**src/shared/uart_map.vh**
```
// Register offsets, field positions, reset values and timing counts of the serial port
`ifndef UART_MAP_VH
`define UART_MAP_VH

`define OFS_RX_STATUS_CONTROL 3'h0
`define OFS_TRANSMIT_BUFFER 3'h1
`define OFS_TX_STATUS_CONTROL 3'h2
`define OFS_BAUD_CONTROL 3'h3
`define OFS_BAUD_DIVISOR_HIGH 3'h4
`define OFS_BAUD_DIVISOR_LOW 3'h5
`define OFS_RECEIVE_BUFFER 3'h6
`define OFS_IRQ_CONTROL 3'h7

`define RS_PORT_ENABLE 7
`define RS_NINE_BIT_RECEIVE 6
`define RS_CONTINUOUS_RECEIVE 4
`define RS_FRAMING_ERROR 2
`define RS_OVERRUN_ERROR 1
`define RS_RECEIVED_NINTH_BIT 0

`define TS_NINE_BIT_TRANSMIT 6
`define TS_TRANSMIT_ENABLE 5
`define TS_SYNC_MODE 4
`define TS_HIGH_SPEED_BAUD 2
`define TS_SHIFTER_EMPTY 1
`define TS_TRANSMIT_NINTH_BIT 0

`define BC_AUTO_BAUD_OVERFLOW 7
`define BC_RECEIVE_IDLE 6
`define BC_WIDE_BAUD_SELECT 3
`define BC_WAKE_ON_EDGE_ENABLE 1
`define BC_AUTO_BAUD_ENABLE 0

`define IC_RECEIVE_FLAG 0
`define IC_TX_BUFFER_EMPTY_FLAG 1
`define IC_RECEIVE_IRQ_ENABLE 4
`define IC_TX_BUFFER_EMPTY_IRQ_EN 5

`define RST_BYTE 8'h00
`define RST_TX_BUFFER_EMPTY_FLAG 1'b0

`define ABD_DIV_SLOW 9'h1ff
`define ABD_DIV_MID 9'h07f
`define ABD_DIV_FAST 9'h01f
`define ABD_LAST_EDGE 3'h5

`define OVS_LAST_PHASE 4'hf
`define OVS_VOTE_PHASE 4'h9

`endif

```
**src/logic/async_uart.v**
```verilog
// Asynchronous serial port with shared baud generator and automatic baud measurement
//
// Design decisions made here: the register offsets and strobed register access.
`timescale 1ns/1ps
`include "uart_map.vh"

module async_uart (
  input wire sys_clk_i,          // 20 MHz system clock
  input wire rst_n_i,            // Asynchronous reset, active low
  input wire [2:0] reg_addr_i,   // Register address
  input wire [7:0] reg_wdata_i,  // Register write data
  input wire reg_wr_i,           // Write strobe
  input wire reg_rd_i,           // Read strobe
  output reg [7:0] reg_rdata_o,  // Read data, cycle after strobe
  input wire rx_i,               // Serial receive line
  output reg tx_o,               // Serial transmit line
  output wire rx_irq_o,          // Receive interrupt request
  output wire tx_irq_o           // Transmit buffer empty interrupt request
);

  localparam RX_IDLE = 2'd0;
  localparam RX_START = 2'd1;
  localparam RX_DATA = 2'd2;
  localparam RX_STOP = 2'd3;
  localparam AB_IDLE = 2'd0;
  localparam AB_START = 2'd1;
  localparam AB_COUNT = 2'd2;

  reg port_enable, nine_bit_receive, continuous_receive_enable;
  reg framing_error, overrun_error, received_ninth_bit;
  reg nine_bit_transmit, transmit_enable, sync_mode, high_speed_baud, transmit_ninth_bit;
  reg auto_baud_overflow, wide_baud_select, wake_on_edge_enable, auto_baud_enable;
  reg [7:0] baud_divisor_high, baud_divisor_low, transmit_buffer, receive_buffer;
  reg receive_flag, tx_buffer_empty_flag, receive_irq_enable, tx_buffer_empty_irq_en;
  reg tx_pending;

  reg rx_meta, rx_s, rx_prev;
  wire rx_fall = rx_prev & ~rx_s;
  wire rx_rise = ~rx_prev & rx_s;

  wire wr_rs = reg_wr_i && (reg_addr_i == `OFS_RX_STATUS_CONTROL);
  wire wr_tb = reg_wr_i && (reg_addr_i == `OFS_TRANSMIT_BUFFER);
  wire wr_ts = reg_wr_i && (reg_addr_i == `OFS_TX_STATUS_CONTROL);
  wire wr_bc = reg_wr_i && (reg_addr_i == `OFS_BAUD_CONTROL);
  wire wr_dh = reg_wr_i && (reg_addr_i == `OFS_BAUD_DIVISOR_HIGH);
  wire wr_dl = reg_wr_i && (reg_addr_i == `OFS_BAUD_DIVISOR_LOW);
  wire wr_ic = reg_wr_i && (reg_addr_i == `OFS_IRQ_CONTROL);
  wire rd_rb = reg_rd_i && (reg_addr_i == `OFS_RECEIVE_BUFFER);

  // Baud generator: one tick per sixteenth of a bit
  wire [15:0] divisor = wide_baud_select ? {baud_divisor_high, baud_divisor_low} : {8'h00, baud_divisor_low};
  wire [17:0] div_plus = {2'b00, divisor} + 18'h00001;
  reg [17:0] t16_lim;
  reg [17:0] t16_cnt;
  wire t16_tick = (t16_cnt >= t16_lim);

  // x64, x16 or x4 ratio by speed bits
  always @*
  begin
    case ({wide_baud_select, high_speed_baud})
      2'b00: t16_lim = {div_plus[15:0], 2'b00} - 18'h00001;
      2'b11: t16_lim = (div_plus[17:2] == 16'h0000) ? 18'h00000 : {2'b00, div_plus[17:2]} - 18'h00001;
      default: t16_lim = div_plus - 18'h00001;
    endcase
  end

  always @(posedge sys_clk_i or negedge rst_n_i)
  begin
    if (!rst_n_i)
      t16_cnt <= 18'h00000;
    else if (t16_tick)
      t16_cnt <= 18'h00000;
    else
      t16_cnt <= t16_cnt + 18'h00001;
  end

  // Line synchroniser; edge logic looks only at the second stage onward
  always @(posedge sys_clk_i or negedge rst_n_i)
  begin
    if (!rst_n_i)
    begin
      rx_meta <= 1'b1;
      rx_s <= 1'b1;
      rx_prev <= 1'b1;
    end
    else
    begin
      rx_meta <= rx_i;
      rx_s <= rx_meta;
      rx_prev <= rx_s;
    end
  end

  // Wake-on-edge: falling edge raises the receive flag, next rising edge ends the break
  reg wake_seen;
  wire wake_hit = wake_on_edge_enable && port_enable && !wake_seen && rx_fall;
  wire wake_done = wake_on_edge_enable && wake_seen && rx_rise;
  always @(posedge sys_clk_i or negedge rst_n_i)
  begin
    if (!rst_n_i)
      wake_seen <= 1'b0;
    else if (!wake_on_edge_enable || wake_done)
      wake_seen <= 1'b0;
    else if (wake_hit)
      wake_seen <= 1'b1;
  end

  // Auto-baud measurement
  // gated by asynchronous mode and wake clear
  // waits out the break while wake is set
  wire abd_active = auto_baud_enable && !sync_mode && !wake_on_edge_enable && port_enable;
  reg [1:0] abd_state;
  reg [2:0] abd_edges;
  reg [8:0] abd_pre;
  reg [8:0] abd_pre_lim;
  wire abd_tick = (abd_state == AB_COUNT) && (abd_pre == abd_pre_lim);
  wire abd_done = (abd_state == AB_COUNT) && rx_rise && (abd_edges == `ABD_LAST_EDGE - 3'h1);
  wire abd_inc = abd_tick && !abd_done;
  wire abd_ovf = abd_inc && ({baud_divisor_high, baud_divisor_low} == 16'hffff);

  // prescale of eight times the x64, x16 or x4 ratio, in clocks
  always @*
  begin
    case ({wide_baud_select, high_speed_baud})
      2'b00: abd_pre_lim = `ABD_DIV_SLOW;
      2'b11: abd_pre_lim = `ABD_DIV_FAST;
      default: abd_pre_lim = `ABD_DIV_MID;
    endcase
  end

  always @(posedge sys_clk_i or negedge rst_n_i)
  begin
    if (!rst_n_i)
    begin
      abd_state <= AB_IDLE;
      abd_edges <= 3'h0;
      abd_pre <= 9'h000;
    end
    else if (!abd_active)
    begin
      abd_state <= AB_IDLE;
      abd_edges <= 3'h0;
      abd_pre <= 9'h000;
    end
    else
    begin
      case (abd_state)
        AB_IDLE:
        begin
          if (rx_fall)
            abd_state <= AB_START;
        end
        AB_START:
        begin
          // count from the first rising edge
          if (rx_rise)
          begin
            abd_state <= AB_COUNT;
            abd_edges <= 3'h1;
            abd_pre <= 9'h000;
          end
        end
        AB_COUNT:
        begin
          abd_pre <= abd_tick ? 9'h000 : abd_pre + 9'h001;
          if (abd_done)
          begin
            abd_state <= AB_IDLE;
            abd_edges <= 3'h0;
          end
          else if (rx_rise)
            abd_edges <= abd_edges + 3'h1;
        end
        default: abd_state <= AB_IDLE;
      endcase
    end
  end

  // Receiver
  // held idle during measurement and wake
  wire rx_en = port_enable && continuous_receive_enable && !auto_baud_enable && !wake_on_edge_enable;
  reg [1:0] rx_state;
  reg [3:0] rx_phase, rx_bits;
  reg [8:0] rx_shift;
  reg [1:0] rx_samp;
  reg rx_done, rx_stop_bit;
  // three of sixteen samples vote on each bit
  wire rx_vote = (rx_samp[1] & rx_samp[0]) | (rx_samp[1] & rx_s) | (rx_samp[0] & rx_s);
  wire [3:0] rx_last = nine_bit_receive ? 4'h8 : 4'h7;

  always @(posedge sys_clk_i or negedge rst_n_i)
  begin
    if (!rst_n_i)
    begin
      rx_state <= RX_IDLE;
      rx_phase <= 4'h0;
      rx_bits <= 4'h0;
      rx_shift <= 9'h000;
      rx_samp <= 2'b11;
      rx_done <= 1'b0;
      rx_stop_bit <= 1'b1;
    end
    else
    begin
      rx_done <= 1'b0;
      if (t16_tick)
        rx_samp <= {rx_samp[0], rx_s};
      if (!rx_en)
        rx_state <= RX_IDLE;
      else
      begin
        case (rx_state)
          RX_IDLE:
          begin
            if (rx_fall)
            begin
              rx_state <= RX_START;
              rx_phase <= 4'h0;
            end
          end
          RX_START:
          begin
            if (t16_tick)
            begin
              rx_phase <= rx_phase + 4'h1;
              // A glitch that is high at mid-bit is no start bit
              if (rx_phase == `OVS_VOTE_PHASE && rx_vote)
                rx_state <= RX_IDLE;
              else if (rx_phase == `OVS_LAST_PHASE)
              begin
                rx_state <= RX_DATA;
                rx_bits <= 4'h0;
              end
            end
          end
          RX_DATA:
          begin
            if (t16_tick)
            begin
              rx_phase <= rx_phase + 4'h1;
              // LSB first, shifted in from the top
              if (rx_phase == `OVS_VOTE_PHASE)
                rx_shift <= {rx_vote, rx_shift[8:1]};
              if (rx_phase == `OVS_LAST_PHASE)
              begin
                rx_bits <= rx_bits + 4'h1;
                if (rx_bits == rx_last)
                  rx_state <= RX_STOP;
              end
            end
          end
          RX_STOP:
          begin
            // Finish at mid stop bit so a following start edge is not missed
            if (t16_tick && rx_phase == `OVS_VOTE_PHASE)
            begin
              rx_done <= 1'b1;
              rx_stop_bit <= rx_vote;
              rx_state <= RX_IDLE;
            end
            else if (t16_tick)
              rx_phase <= rx_phase + 4'h1;
          end
          default: rx_state <= RX_IDLE;
        endcase
      end
    end
  end

  wire [7:0] rx_byte = nine_bit_receive ? rx_shift[7:0] : rx_shift[8:1];

  // Transmitter
  reg tx_busy;
  reg [3:0] tx_phase, tx_bits;
  reg [10:0] tx_shift;
  // reload only once the previous stop bit is out
  wire tx_load = !tx_busy && tx_pending && transmit_enable && port_enable && !auto_baud_enable;
  wire [3:0] tx_last = nine_bit_transmit ? 4'ha : 4'h9;

  always @(posedge sys_clk_i or negedge rst_n_i)
  begin
    if (!rst_n_i)
    begin
      tx_busy <= 1'b0;
      tx_phase <= 4'h0;
      tx_bits <= 4'h0;
      tx_shift <= 11'h7ff;
      tx_o <= 1'b1;
    end
    else if (tx_load)
    begin
      tx_busy <= 1'b1;
      tx_phase <= 4'h0;
      tx_bits <= 4'h0;
      tx_shift <= {1'b1, nine_bit_transmit ? transmit_ninth_bit : 1'b1, transmit_buffer, 1'b0};
      tx_o <= 1'b0;
    end
    else if (tx_busy && t16_tick)
    begin
      tx_phase <= tx_phase + 4'h1;
      if (tx_phase == `OVS_LAST_PHASE)
      begin
        tx_shift <= {1'b1, tx_shift[10:1]};
        tx_bits <= tx_bits + 4'h1;
        if (tx_bits == tx_last)
        begin
          tx_busy <= 1'b0;
          tx_o <= 1'b1;
        end
        else
          tx_o <= tx_shift[1];
      end
    end
  end

  // Register file and flags; hardware sets win over software clears, except a buffer write over a load and receive disable over the errors
  always @(posedge sys_clk_i or negedge rst_n_i)
  begin
    if (!rst_n_i)
    begin
      {port_enable, nine_bit_receive, continuous_receive_enable} <= 3'b000;
      {framing_error, overrun_error, received_ninth_bit} <= 3'b000;
      {nine_bit_transmit, transmit_enable, sync_mode, high_speed_baud, transmit_ninth_bit} <= 5'b00000;
      {auto_baud_overflow, wide_baud_select, wake_on_edge_enable, auto_baud_enable} <= 4'b0000;
      baud_divisor_high <= `RST_BYTE;
      baud_divisor_low <= `RST_BYTE;
      transmit_buffer <= `RST_BYTE;
      receive_buffer <= `RST_BYTE;
      receive_flag <= 1'b0;
      tx_buffer_empty_flag <= `RST_TX_BUFFER_EMPTY_FLAG;
      receive_irq_enable <= 1'b0;
      tx_buffer_empty_irq_en <= 1'b0;
      tx_pending <= 1'b0;
    end
    else
    begin
      if (wr_rs)
      begin
        port_enable <= reg_wdata_i[`RS_PORT_ENABLE];
        nine_bit_receive <= reg_wdata_i[`RS_NINE_BIT_RECEIVE];
        continuous_receive_enable <= reg_wdata_i[`RS_CONTINUOUS_RECEIVE];
      end
      if (wr_ts)
      begin
        nine_bit_transmit <= reg_wdata_i[`TS_NINE_BIT_TRANSMIT];
        transmit_enable <= reg_wdata_i[`TS_TRANSMIT_ENABLE];
        sync_mode <= reg_wdata_i[`TS_SYNC_MODE];
        high_speed_baud <= reg_wdata_i[`TS_HIGH_SPEED_BAUD];
        transmit_ninth_bit <= reg_wdata_i[`TS_TRANSMIT_NINTH_BIT];
      end
      if (wr_ic)
      begin
        receive_irq_enable <= reg_wdata_i[`IC_RECEIVE_IRQ_ENABLE];
        tx_buffer_empty_irq_en <= reg_wdata_i[`IC_TX_BUFFER_EMPTY_IRQ_EN];
      end
      if (wr_bc)
      begin
        wide_baud_select <= reg_wdata_i[`BC_WIDE_BAUD_SELECT];
        wake_on_edge_enable <= reg_wdata_i[`BC_WAKE_ON_EDGE_ENABLE];
        auto_baud_enable <= reg_wdata_i[`BC_AUTO_BAUD_ENABLE];
      end
      if (wake_done)
        wake_on_edge_enable <= 1'b0;
      // enable drops by itself at the end
      if (abd_done)
        auto_baud_enable <= 1'b0;
      // software sets or clears; rollover sets
      if (abd_ovf)
        auto_baud_overflow <= 1'b1;
      else if (wr_bc)
        auto_baud_overflow <= reg_wdata_i[`BC_AUTO_BAUD_OVERFLOW];
      // divisor cleared when measurement is armed
      if (wr_bc && reg_wdata_i[`BC_AUTO_BAUD_ENABLE] && !auto_baud_enable)
        {baud_divisor_high, baud_divisor_low} <= 16'h0000;
      // both bytes count as one 16-bit counter
      else if (abd_inc)
        {baud_divisor_high, baud_divisor_low} <= {baud_divisor_high, baud_divisor_low} + 16'h0001;
      else
      begin
        if (wr_dh)
          baud_divisor_high <= reg_wdata_i;
        if (wr_dl)
          baud_divisor_low <= reg_wdata_i;
      end
      // completed frame, ninth bit and errors
      if (rx_done && receive_flag && !rd_rb)
        overrun_error <= 1'b1;
      else if (rx_done)
      begin
        receive_buffer <= rx_byte;
        received_ninth_bit <= nine_bit_receive & rx_shift[8];
        framing_error <= ~rx_stop_bit;
      end
      if (!continuous_receive_enable)
      begin
        framing_error <= 1'b0;
        overrun_error <= 1'b0;
      end
      // flag at fifth rising edge, cleared by reading the buffer
      if ((rx_done && !(receive_flag && !rd_rb)) || abd_done || wake_hit)
        receive_flag <= 1'b1;
      else if (rd_rb)
        receive_flag <= 1'b0;
      // flag set after the one-cycle move
      if (tx_load)
      begin
        tx_pending <= 1'b0;
        tx_buffer_empty_flag <= 1'b1;
      end
      // enabling the transmitter sets the flag
      if (wr_ts && reg_wdata_i[`TS_TRANSMIT_ENABLE] && !transmit_enable)
      begin
        tx_pending <= 1'b0;
        tx_buffer_empty_flag <= 1'b1;
      end
      // flag drops at the edge after the write, valid two cycles on
      // writes during measurement are dropped to protect the counter
      if (wr_tb && !auto_baud_enable)
      begin
        transmit_buffer <= reg_wdata_i;
        tx_pending <= 1'b1;
        tx_buffer_empty_flag <= 1'b0;
      end
    end
  end

  // Read port; reading the receive buffer is the only read with a side effect
  always @(posedge sys_clk_i or negedge rst_n_i)
  begin
    if (!rst_n_i)
      reg_rdata_o <= 8'h00;
    else if (!reg_rd_i)
      reg_rdata_o <= 8'h00;
    else
    begin
      case (reg_addr_i)
        `OFS_RX_STATUS_CONTROL: reg_rdata_o <= {port_enable, nine_bit_receive, 1'b0, continuous_receive_enable,
                                                1'b0, framing_error, overrun_error, received_ninth_bit};
        `OFS_TRANSMIT_BUFFER: reg_rdata_o <= transmit_buffer;
        `OFS_TX_STATUS_CONTROL: reg_rdata_o <= {1'b0, nine_bit_transmit, transmit_enable, sync_mode,
                                                1'b0, high_speed_baud, ~tx_busy, transmit_ninth_bit};
        `OFS_BAUD_CONTROL: reg_rdata_o <= {auto_baud_overflow, rx_state == RX_IDLE, 2'b00,
                                           wide_baud_select, 1'b0, wake_on_edge_enable, auto_baud_enable};
        `OFS_BAUD_DIVISOR_HIGH: reg_rdata_o <= baud_divisor_high;
        `OFS_BAUD_DIVISOR_LOW: reg_rdata_o <= baud_divisor_low;
        `OFS_RECEIVE_BUFFER: reg_rdata_o <= receive_buffer;
        `OFS_IRQ_CONTROL: reg_rdata_o <= {2'b00, tx_buffer_empty_irq_en, receive_irq_enable,
                                          2'b00, tx_buffer_empty_flag, receive_flag};
        default: reg_rdata_o <= 8'h00;
      endcase
    end
  end

  assign rx_irq_o = receive_flag & receive_irq_enable;
  // flag sets regardless of its enable; only the request is gated
  assign tx_irq_o = tx_buffer_empty_flag & tx_buffer_empty_irq_en;

endmodule

```
**config.mk**
```make
export PLATFORM = sky130hd
export DESIGN_NAME = async_uart
export DESIGN_NICKNAME = d
export VERILOG_FILES = /design/src/logic/async_uart.v
export VERILOG_INCLUDE_DIRS = /design/src /design/src/shared
export SDC_FILE = /design/constraint.sdc
export NUM_CORES = 1
export LEC_CHECK = 0
export BUFFER_PORTS_ARGS = -buffer_cell sky130_fd_sc_hd__buf_4
export CELL_PAD_IN_SITES_DETAIL_PLACEMENT = 0
export CELL_PAD_IN_SITES_GLOBAL_PLACEMENT = 1
export CORE_UTILIZATION = 45
export CTS_CLUSTER_DIAMETER = 120
export DETAILED_ROUTE_END_ITERATION = 8
export GPL_TIMING_DRIVEN = 0
export PLACE_DENSITY_LB_ADDON = 0.1
export SLEW_MARGIN = 25
export SYNTH_ARGS = -nofsm -noshare
export SYNTH_HDL_FRONTEND = slang
export SYNTH_SLANG_ARGS = --single-unit
```
**constraint.sdc**
```tcl
create_clock -name sys_clk_i -period 4.6 [get_ports sys_clk_i]
set_input_delay 0.92 -clock sys_clk_i [delete_from_list [all_inputs] [get_ports sys_clk_i]]
set_output_delay 0.92 -clock sys_clk_i [all_outputs]
set_load 0.01 [all_outputs]
```
# == Word level (Yosys, flattened, before mapping) ==
# Index checks and enable logic that the tools add are counted.
# totals
regBits,140
inputBits,16
out_inout_bits,11
wordCells,288
# classes
n_addsub,12
n_lt_le_gt_ge,1
n_eq_ne,43
muxes,90
bitwise,15
reduce_logical,82
# op_table
operator,count
two-way mux 8 bit,8
one-hot mux 8 bit (8 select lines),1
two-way mux 4 bit,14
logical AND 1 bit,40
two-way mux 18 bit,2
one-hot mux 18 bit (2 select lines),1
one-hot mux 9 bit (2 select lines),2
two-way mux 1 bit,33
two-way mux 11 bit,3
two-way mux 9 bit,3
inequality test 3 bit (second input constant),9
two-way mux 2 bit,13
adder 18 x 1 -> 18 bit (second input constant),1
greater-or-equal comparator 18 bit,1
nonzero test 2 bit,9
subtractor 17 x 1 -> 18 bit (second input constant),1
subtractor 18 x 1 -> 18 bit (second input constant),1
adder 16 x 1 -> 17 bit (second input constant),1
adder 16 x 1 -> 16 bit (second input constant),1
adder 4 x 1 -> 4 bit (second input constant),4
equality test 16 bit (second input constant),1
zero test 16 bit,1
two-way mux 16 bit,1
inequality test 2 bit (second input constant),8
33 further kinds,84

# == Logic depth before layout (Yosys ltp) ==
# depth
ltp_word,10
depth_mapped,22
depth_no_buf,19

# == Worst setup path after synthesis ==
# OpenSTA, ideal clock, no wires.
# synth_path
kind,register -> register
startpoint,reg baud_divisor_low[1]
endpoint,reg rx_shift[0]
setup_ps,125
t_arrival_ps,4410
required_ps,4475
setup_slack_ps,65
stages_incl_launch_ff,21
path_buffers,4
synth_period_minus_slack_ps,4535
cell_sequence,dfrtp_1 > ha_1 > clkbuf_1 > xnor2_1 > ha_1 > clkbuf_1 > nand3_2 > nor3_4 > a21boi_2 > buf_6 > a21oi_1 > o21ai_0 > ha_1 > nand2b_1 > a21o_1 > a21oi_1 > o21a_1 > o211ai_1 > clkbuf_1 > nand4_1 > mux2_2
# synth_between
elab_chain_len,7
word_cells_on_any_way,10
cone_classes,add/sub: 4; order compare: 1; mux: 3; reduce/logical: 2
# synth_lines
element,line,text
from (decl),async_uart.v:33,"reg [7:0] baud_divisor_high, baud_divisor_low, transmit_buffer, receive_buffer;"
from (signal assigned),async_uart.v:326,baud_divisor_low <= `RST_BYTE;
from (signal assigned),async_uart.v:377,"{baud_divisor_high, baud_divisor_low} <= {baud_divisor_high, baud_divisor_low} + 16'h0001;"
from (signal assigned),async_uart.v:383,baud_divisor_low <= reg_wdata_i;
two-way mux 16 bit *,async_uart.v:51,"wire [15:0] divisor = wide_baud_select ? {baud_divisor_high, baud_divisor_low} : {8'h00, baud_divisor_low};"
adder 16 x 1 -> 17 bit *,async_uart.v:52,"wire [17:0] div_plus = {2'b00, divisor} + 18'h00001;"
subtractor 15 x 1 -> 16 bit or zero test 16 bit (tied branches),async_uart.v:62,"2'b11: t16_lim = (div_plus[17:2] == 16'h0000) ? 18'h00000 : {2'b00, div_plus[17:2]} - 18'h00001;"
two-way mux 18 bit,async_uart.v:62,
one-hot mux 18 bit (2 select lines) *,async_uart.v:60,"case ({wide_baud_select, high_speed_baud})"
greater-or-equal comparator 18 bit *,async_uart.v:55,wire t16_tick = (t16_cnt >= t16_lim);
AND reduction 4 bit (no source line) *,-,
to (signal assigned),async_uart.v:243,"rx_shift <= {rx_vote, rx_shift[8:1]};"
to (decl),async_uart.v:184,reg [8:0] rx_shift;
# Mark *: on every way between the ends. The rest lies on a longest branch, timed or not.
# A chain may end at the register's enable or synchronous reset.

# == Final worst setup path ==
# layout_path
startpoint,reg baud_divisor_low[1]
endpoint,reg rx_shift[3]
# Same word-level chain as after synthesis.

==> run_results.csv <==
group,metric,value,unit
outcome,outcome,"complete, no violations",
detailed_routing,vias,7579,
timing,rsz0062_at_grt,"true",
setup_path,cp_slowest_cell,"dfrtp_2",
logic_synthesis,ys_warn_count,0,
detailed_routing,viasPerCell,5.817,
clock_tree,hold_buffers,0,
logic_synthesis,synth_nets,1005,
clock_tree,cts_buffers,17,
clock_tree,clock-sinks,138,
pwr,peakVddDrop,0.0003457,V
detailed_routing,drt_iter0_markers,522,
logic_synthesis,synth_edf_count,0,
global_routing,grt_first_pass_wirelength,39610,µm
setup_path,cp-end-kind,"flop",
timing,fin_crit,4573,ps
setup_path,cp_max_fo,7,
logic_synthesis,ys_types,78,
logic_synthesis,ys_top_cells_by_area,"dfrtp_1 (35%), dfstp_2 (4.8%), ha_1 (4.4%), o21ai_0 (4.1%), mux2_2 (3.9%)",
global_routing,grtUsageMet2,0.4112,
clock_tree,cts_htree_levels,4,
setup_path,cp.arrival,4880,ps
global_routing,use_met3,0.04725,
detailed_routing,firstDrtPassIters,5,
final_layout,drive_above_1_share,0.2205,
setup_path,slowest_delay,470,ps
logic_synthesis,postSynthCellCount,958,
clock_tree,clockRootBuffer,"clkbuf_16",
setup_path,worst_path_most_repeated_cell,"a21o_1",
global_routing,antenna_found_initial,0,
floorplan,start_util,0.4643,
final_layout,fin_nets,1077,
global_routing,grt_max_degree,87,
detailed_routing,ant_nets,0,
logic_synthesis,syn_area,8772,µm²
placed_design,gp_congestion,0.8836,
global_routing,grt_pass1_vias,7202,
floorplan,dieArea,20060,µm²
setup_path,worst-setup-path-type,"reg -> reg",
clock_tree,clock_path_buffers,2,
setup_path,worstPathCellList,"ha_4 > and3_4 > a2111oi_4 > o21ai_2 > a221o_1 > nor3_2 > xor2_1 > and2_1 > o22ai_2 > ha_1 > a21o_1 > a21o_1 > a21oi_2 > o21a_1 > o211ai_1 > buf_4 > buf_8 > nand4_1 > buf_6 > mux2_4",
timing,final_hold_viol_count,0,
floorplan,io_pins,27,
placed_design,numPortBuffers,24,
final_layout,layout_commonest_cell,"dfrtp_1",
worst_hold_path,holdCritPathClass,"reg -> reg",
global_routing,gr-total-overflow,0,
timing,max_freq,218.7,MHz
logic_synthesis,netlist.area_leader.share,0.3480,
timing,post-route-period-util,0.9941,
logic_synthesis,syn_area_per_cell,9.157,µm²
final_layout,num_antenna_cells,0,
clock_tree,path_clk_slew,60,ps
detailed_routing,drc,0,
timing,setup_violations,0,
floorplan,core,18890,µm²
timing,worstMarginPinSlew,927.4,ps
clock_tree,cts_tree,"done",
floorplan,die_h,141.6,µm
floorplan,die_x,141.6,µm
setup_path,crit_required,4910,ps
floorplan,rows,50,
placed_design,placedCellCount,1243,
setup_path,path_buf_inv,3,
pwr,power_leakage,4.603,nW
final_layout,final_cell_mix,"dfrtp_1 (117), nor2_1 (83), nand2_1 (79)",
logic_synthesis,synth_flop_cell,"dfrtp_1",
global_routing,busiest_layer,"met2",
setup_path,cp-start-kind,"flop",
pwr,power,4.677,mW
final_layout,fill_cells,1729,
clock_tree,worstSkewPairLatency,430,ps
detailed_routing,wl_per_cell,19.18,µm
timing,fin_skew,11.58,ps
logic_synthesis,ys_ff_latch,138,
final_layout,synthToLayoutAreaGrowth,22.18,%
logic_synthesis,yosys.area.top_type,"dfrtp_1",
job,maxCapViolCount,0,
final_layout,layout.cells.non_filler,1303,
timing,timing.final.max_slew_violations,0,
logic_synthesis,ys_async_sr_fraction,1.000,
setup_path,critical_path.top_delay_family,"compound AO/OA/AOI/OAI gates",
detailed_routing,finalWirelength,24990,µm
global_routing,grt_util_met1,0.3581,
pwr,cellPowerDensity,436.4,nW/µm²
timing,relSlewSlack,0.3770,
placed_design,hpwl,17740,µm
global_routing,track_usage,0.2574,
logic_synthesis,ys_seq_area_frac,0.3959,
-- metrics by stage --
step           hold slack (ps)    util  worst slack (ps)  area [µm²]  setup TNS, ps
4_1_cts                  357.0  0.5417             6.252       10230              0
3_5_place_dp             347.3  0.4929             -1810        9313         -79580
5_1_grt                  360.6  0.5673            -172.0       10720          -2011
6_report                 354.8  0.5673             26.93       10720              0
2_1_floorplan            345.2       -             64.81        8772              0
3_3_place_gp             347.6  0.4911             -1853        9278         -84030
-- layout make-up --
class | count | area [µm²] | area share
inverter | 22 | 82.58 | 0.007705
buffer | 48 | 246.5 | 0.02300
multi-input combinational | 746 | 5444 | 0.5079
timing repair buffer | 57 | 511.7 | 0.04775
sequential | 138 | 3480 | 0.3247
clock inverter | 15 | 202.7 | 0.01891
tap | 260 | 325.3 | 0.03035
clock buffer | 17 | 425.4 | 0.03969
-- worst paths after layout --
path,start,end,slack (ps),depth (start not counted)
max in group asynchronous,rst_n_i,baud_divisor_low[1]$_DFFE_PN0P_,3370,2
hold / removal,rx_meta$_DFF_PN1_,rx_s$_DFF_PN1_,350,0
setup reg to reg,baud_divisor_low[1]$_DFFE_PN0P_,rx_shift[3]$_DFFE_PN0P_,30,20
hold reg to reg,rx_meta$_DFF_PN1_,rx_s$_DFF_PN1_,350,0
min in group asynchronous,rst_n_i,t16_cnt[11]$_DFF_PN0_,400,1
setup / recovery,baud_divisor_low[1]$_DFFE_PN0P_,rx_shift[3]$_DFFE_PN0P_,30,20
-- flip-flops by register name, indices dropped and copies added, names as in the netlist, 3 cells and up --
register / flops
transmit_buffer: 8
tx_phase: 4
tx_bits: 4
rx_bits: 4
rx_shift: 9
abd_edges: 3
t16_cnt: 18
receive_buffer: 8
abd_pre: 9
baud_divisor_high: 8
reg_rdata_o: 8
baud_divisor_low: 8
tx_shift: 9
rx_phase: 4
-- worst reg2reg max path, cell delays in order, from the launching register on --
cell and delay (ps):
dfrtp_2 470, ha_4 220, and3_4 220, a2111oi_4 370, o21ai_2 100, a221o_1 410
nor3_2 200, xor2_1 250, and2_1 180, o22ai_2 70, ha_1 330, a21o_1 160
a21o_1 160, a21oi_2 110, o21a_1 160, o211ai_1 90, buf_4 180, buf_8 140
nand4_1 180, buf_6 180, mux2_4 310
-- synth_stat cells, drive strengths merged (4+ instances only) --
master,n
mux4,4
nor3,23
nor4,6
inv,22
o211ai,6
nand3b,8
nand3,37
nand2,84
ha,31
or3,4
o31ai,10
or2,4
dfrtp,122
a21oi,46
xnor2,27
dfstp,16
o22ai,8
nor3b,8
mux2i,23
mux2,30
and2,12
and3,22
buf,12
o21ai,75
nand4,20
nor2,88
a31oi,12
a2111oi,4
a221o,14
xor2,24
a221oi,12
nor2b,21
nand2b,21
clkbuf,40
o21a,4
a21o,13
-- power by group --
group          total, mW  switching, mW  internal (mW)
clock               1.47          0.591          0.876
sequential          1.63          0.201           1.43
combinational       1.58          0.892          0.691
-- routing by layer --
layer  share of wire  vias up
met5               0        -
met4           0.016        0
met3           0.044       29
met2            0.47      154
met1            0.47     3743
li1                -     3653
-- cell families (layout without fill, tap and decap cells) --
| kind of cell | after synthesis | after routing | share of synthesized area |
|---|---|---|---|
| DFF | 138 | 138 | 0.3959 |
| and+or+nand+nor | 371 | 371 | 0.2204 |
| muxes | 57 | 57 | 0.07502 |
| AOI/OAI and AO/OA | 235 | 235 | 0.1779 |
| buffers and inverters | 74 | 159 | 0.03452 |
| adders and majority gates | 32 | 32 | 0.04536 |
| xor gates and xnor gates | 51 | 51 | 0.05092 |
-- what timing repair did --
item                                    CTS  global route
resized for setup                        50            69
gates cloned                              0             1
endpoints found under the setup margin   60            58
buffers inserted                         11            20
pin swaps                                 7            35
Power figures use the tool's default switching activity.
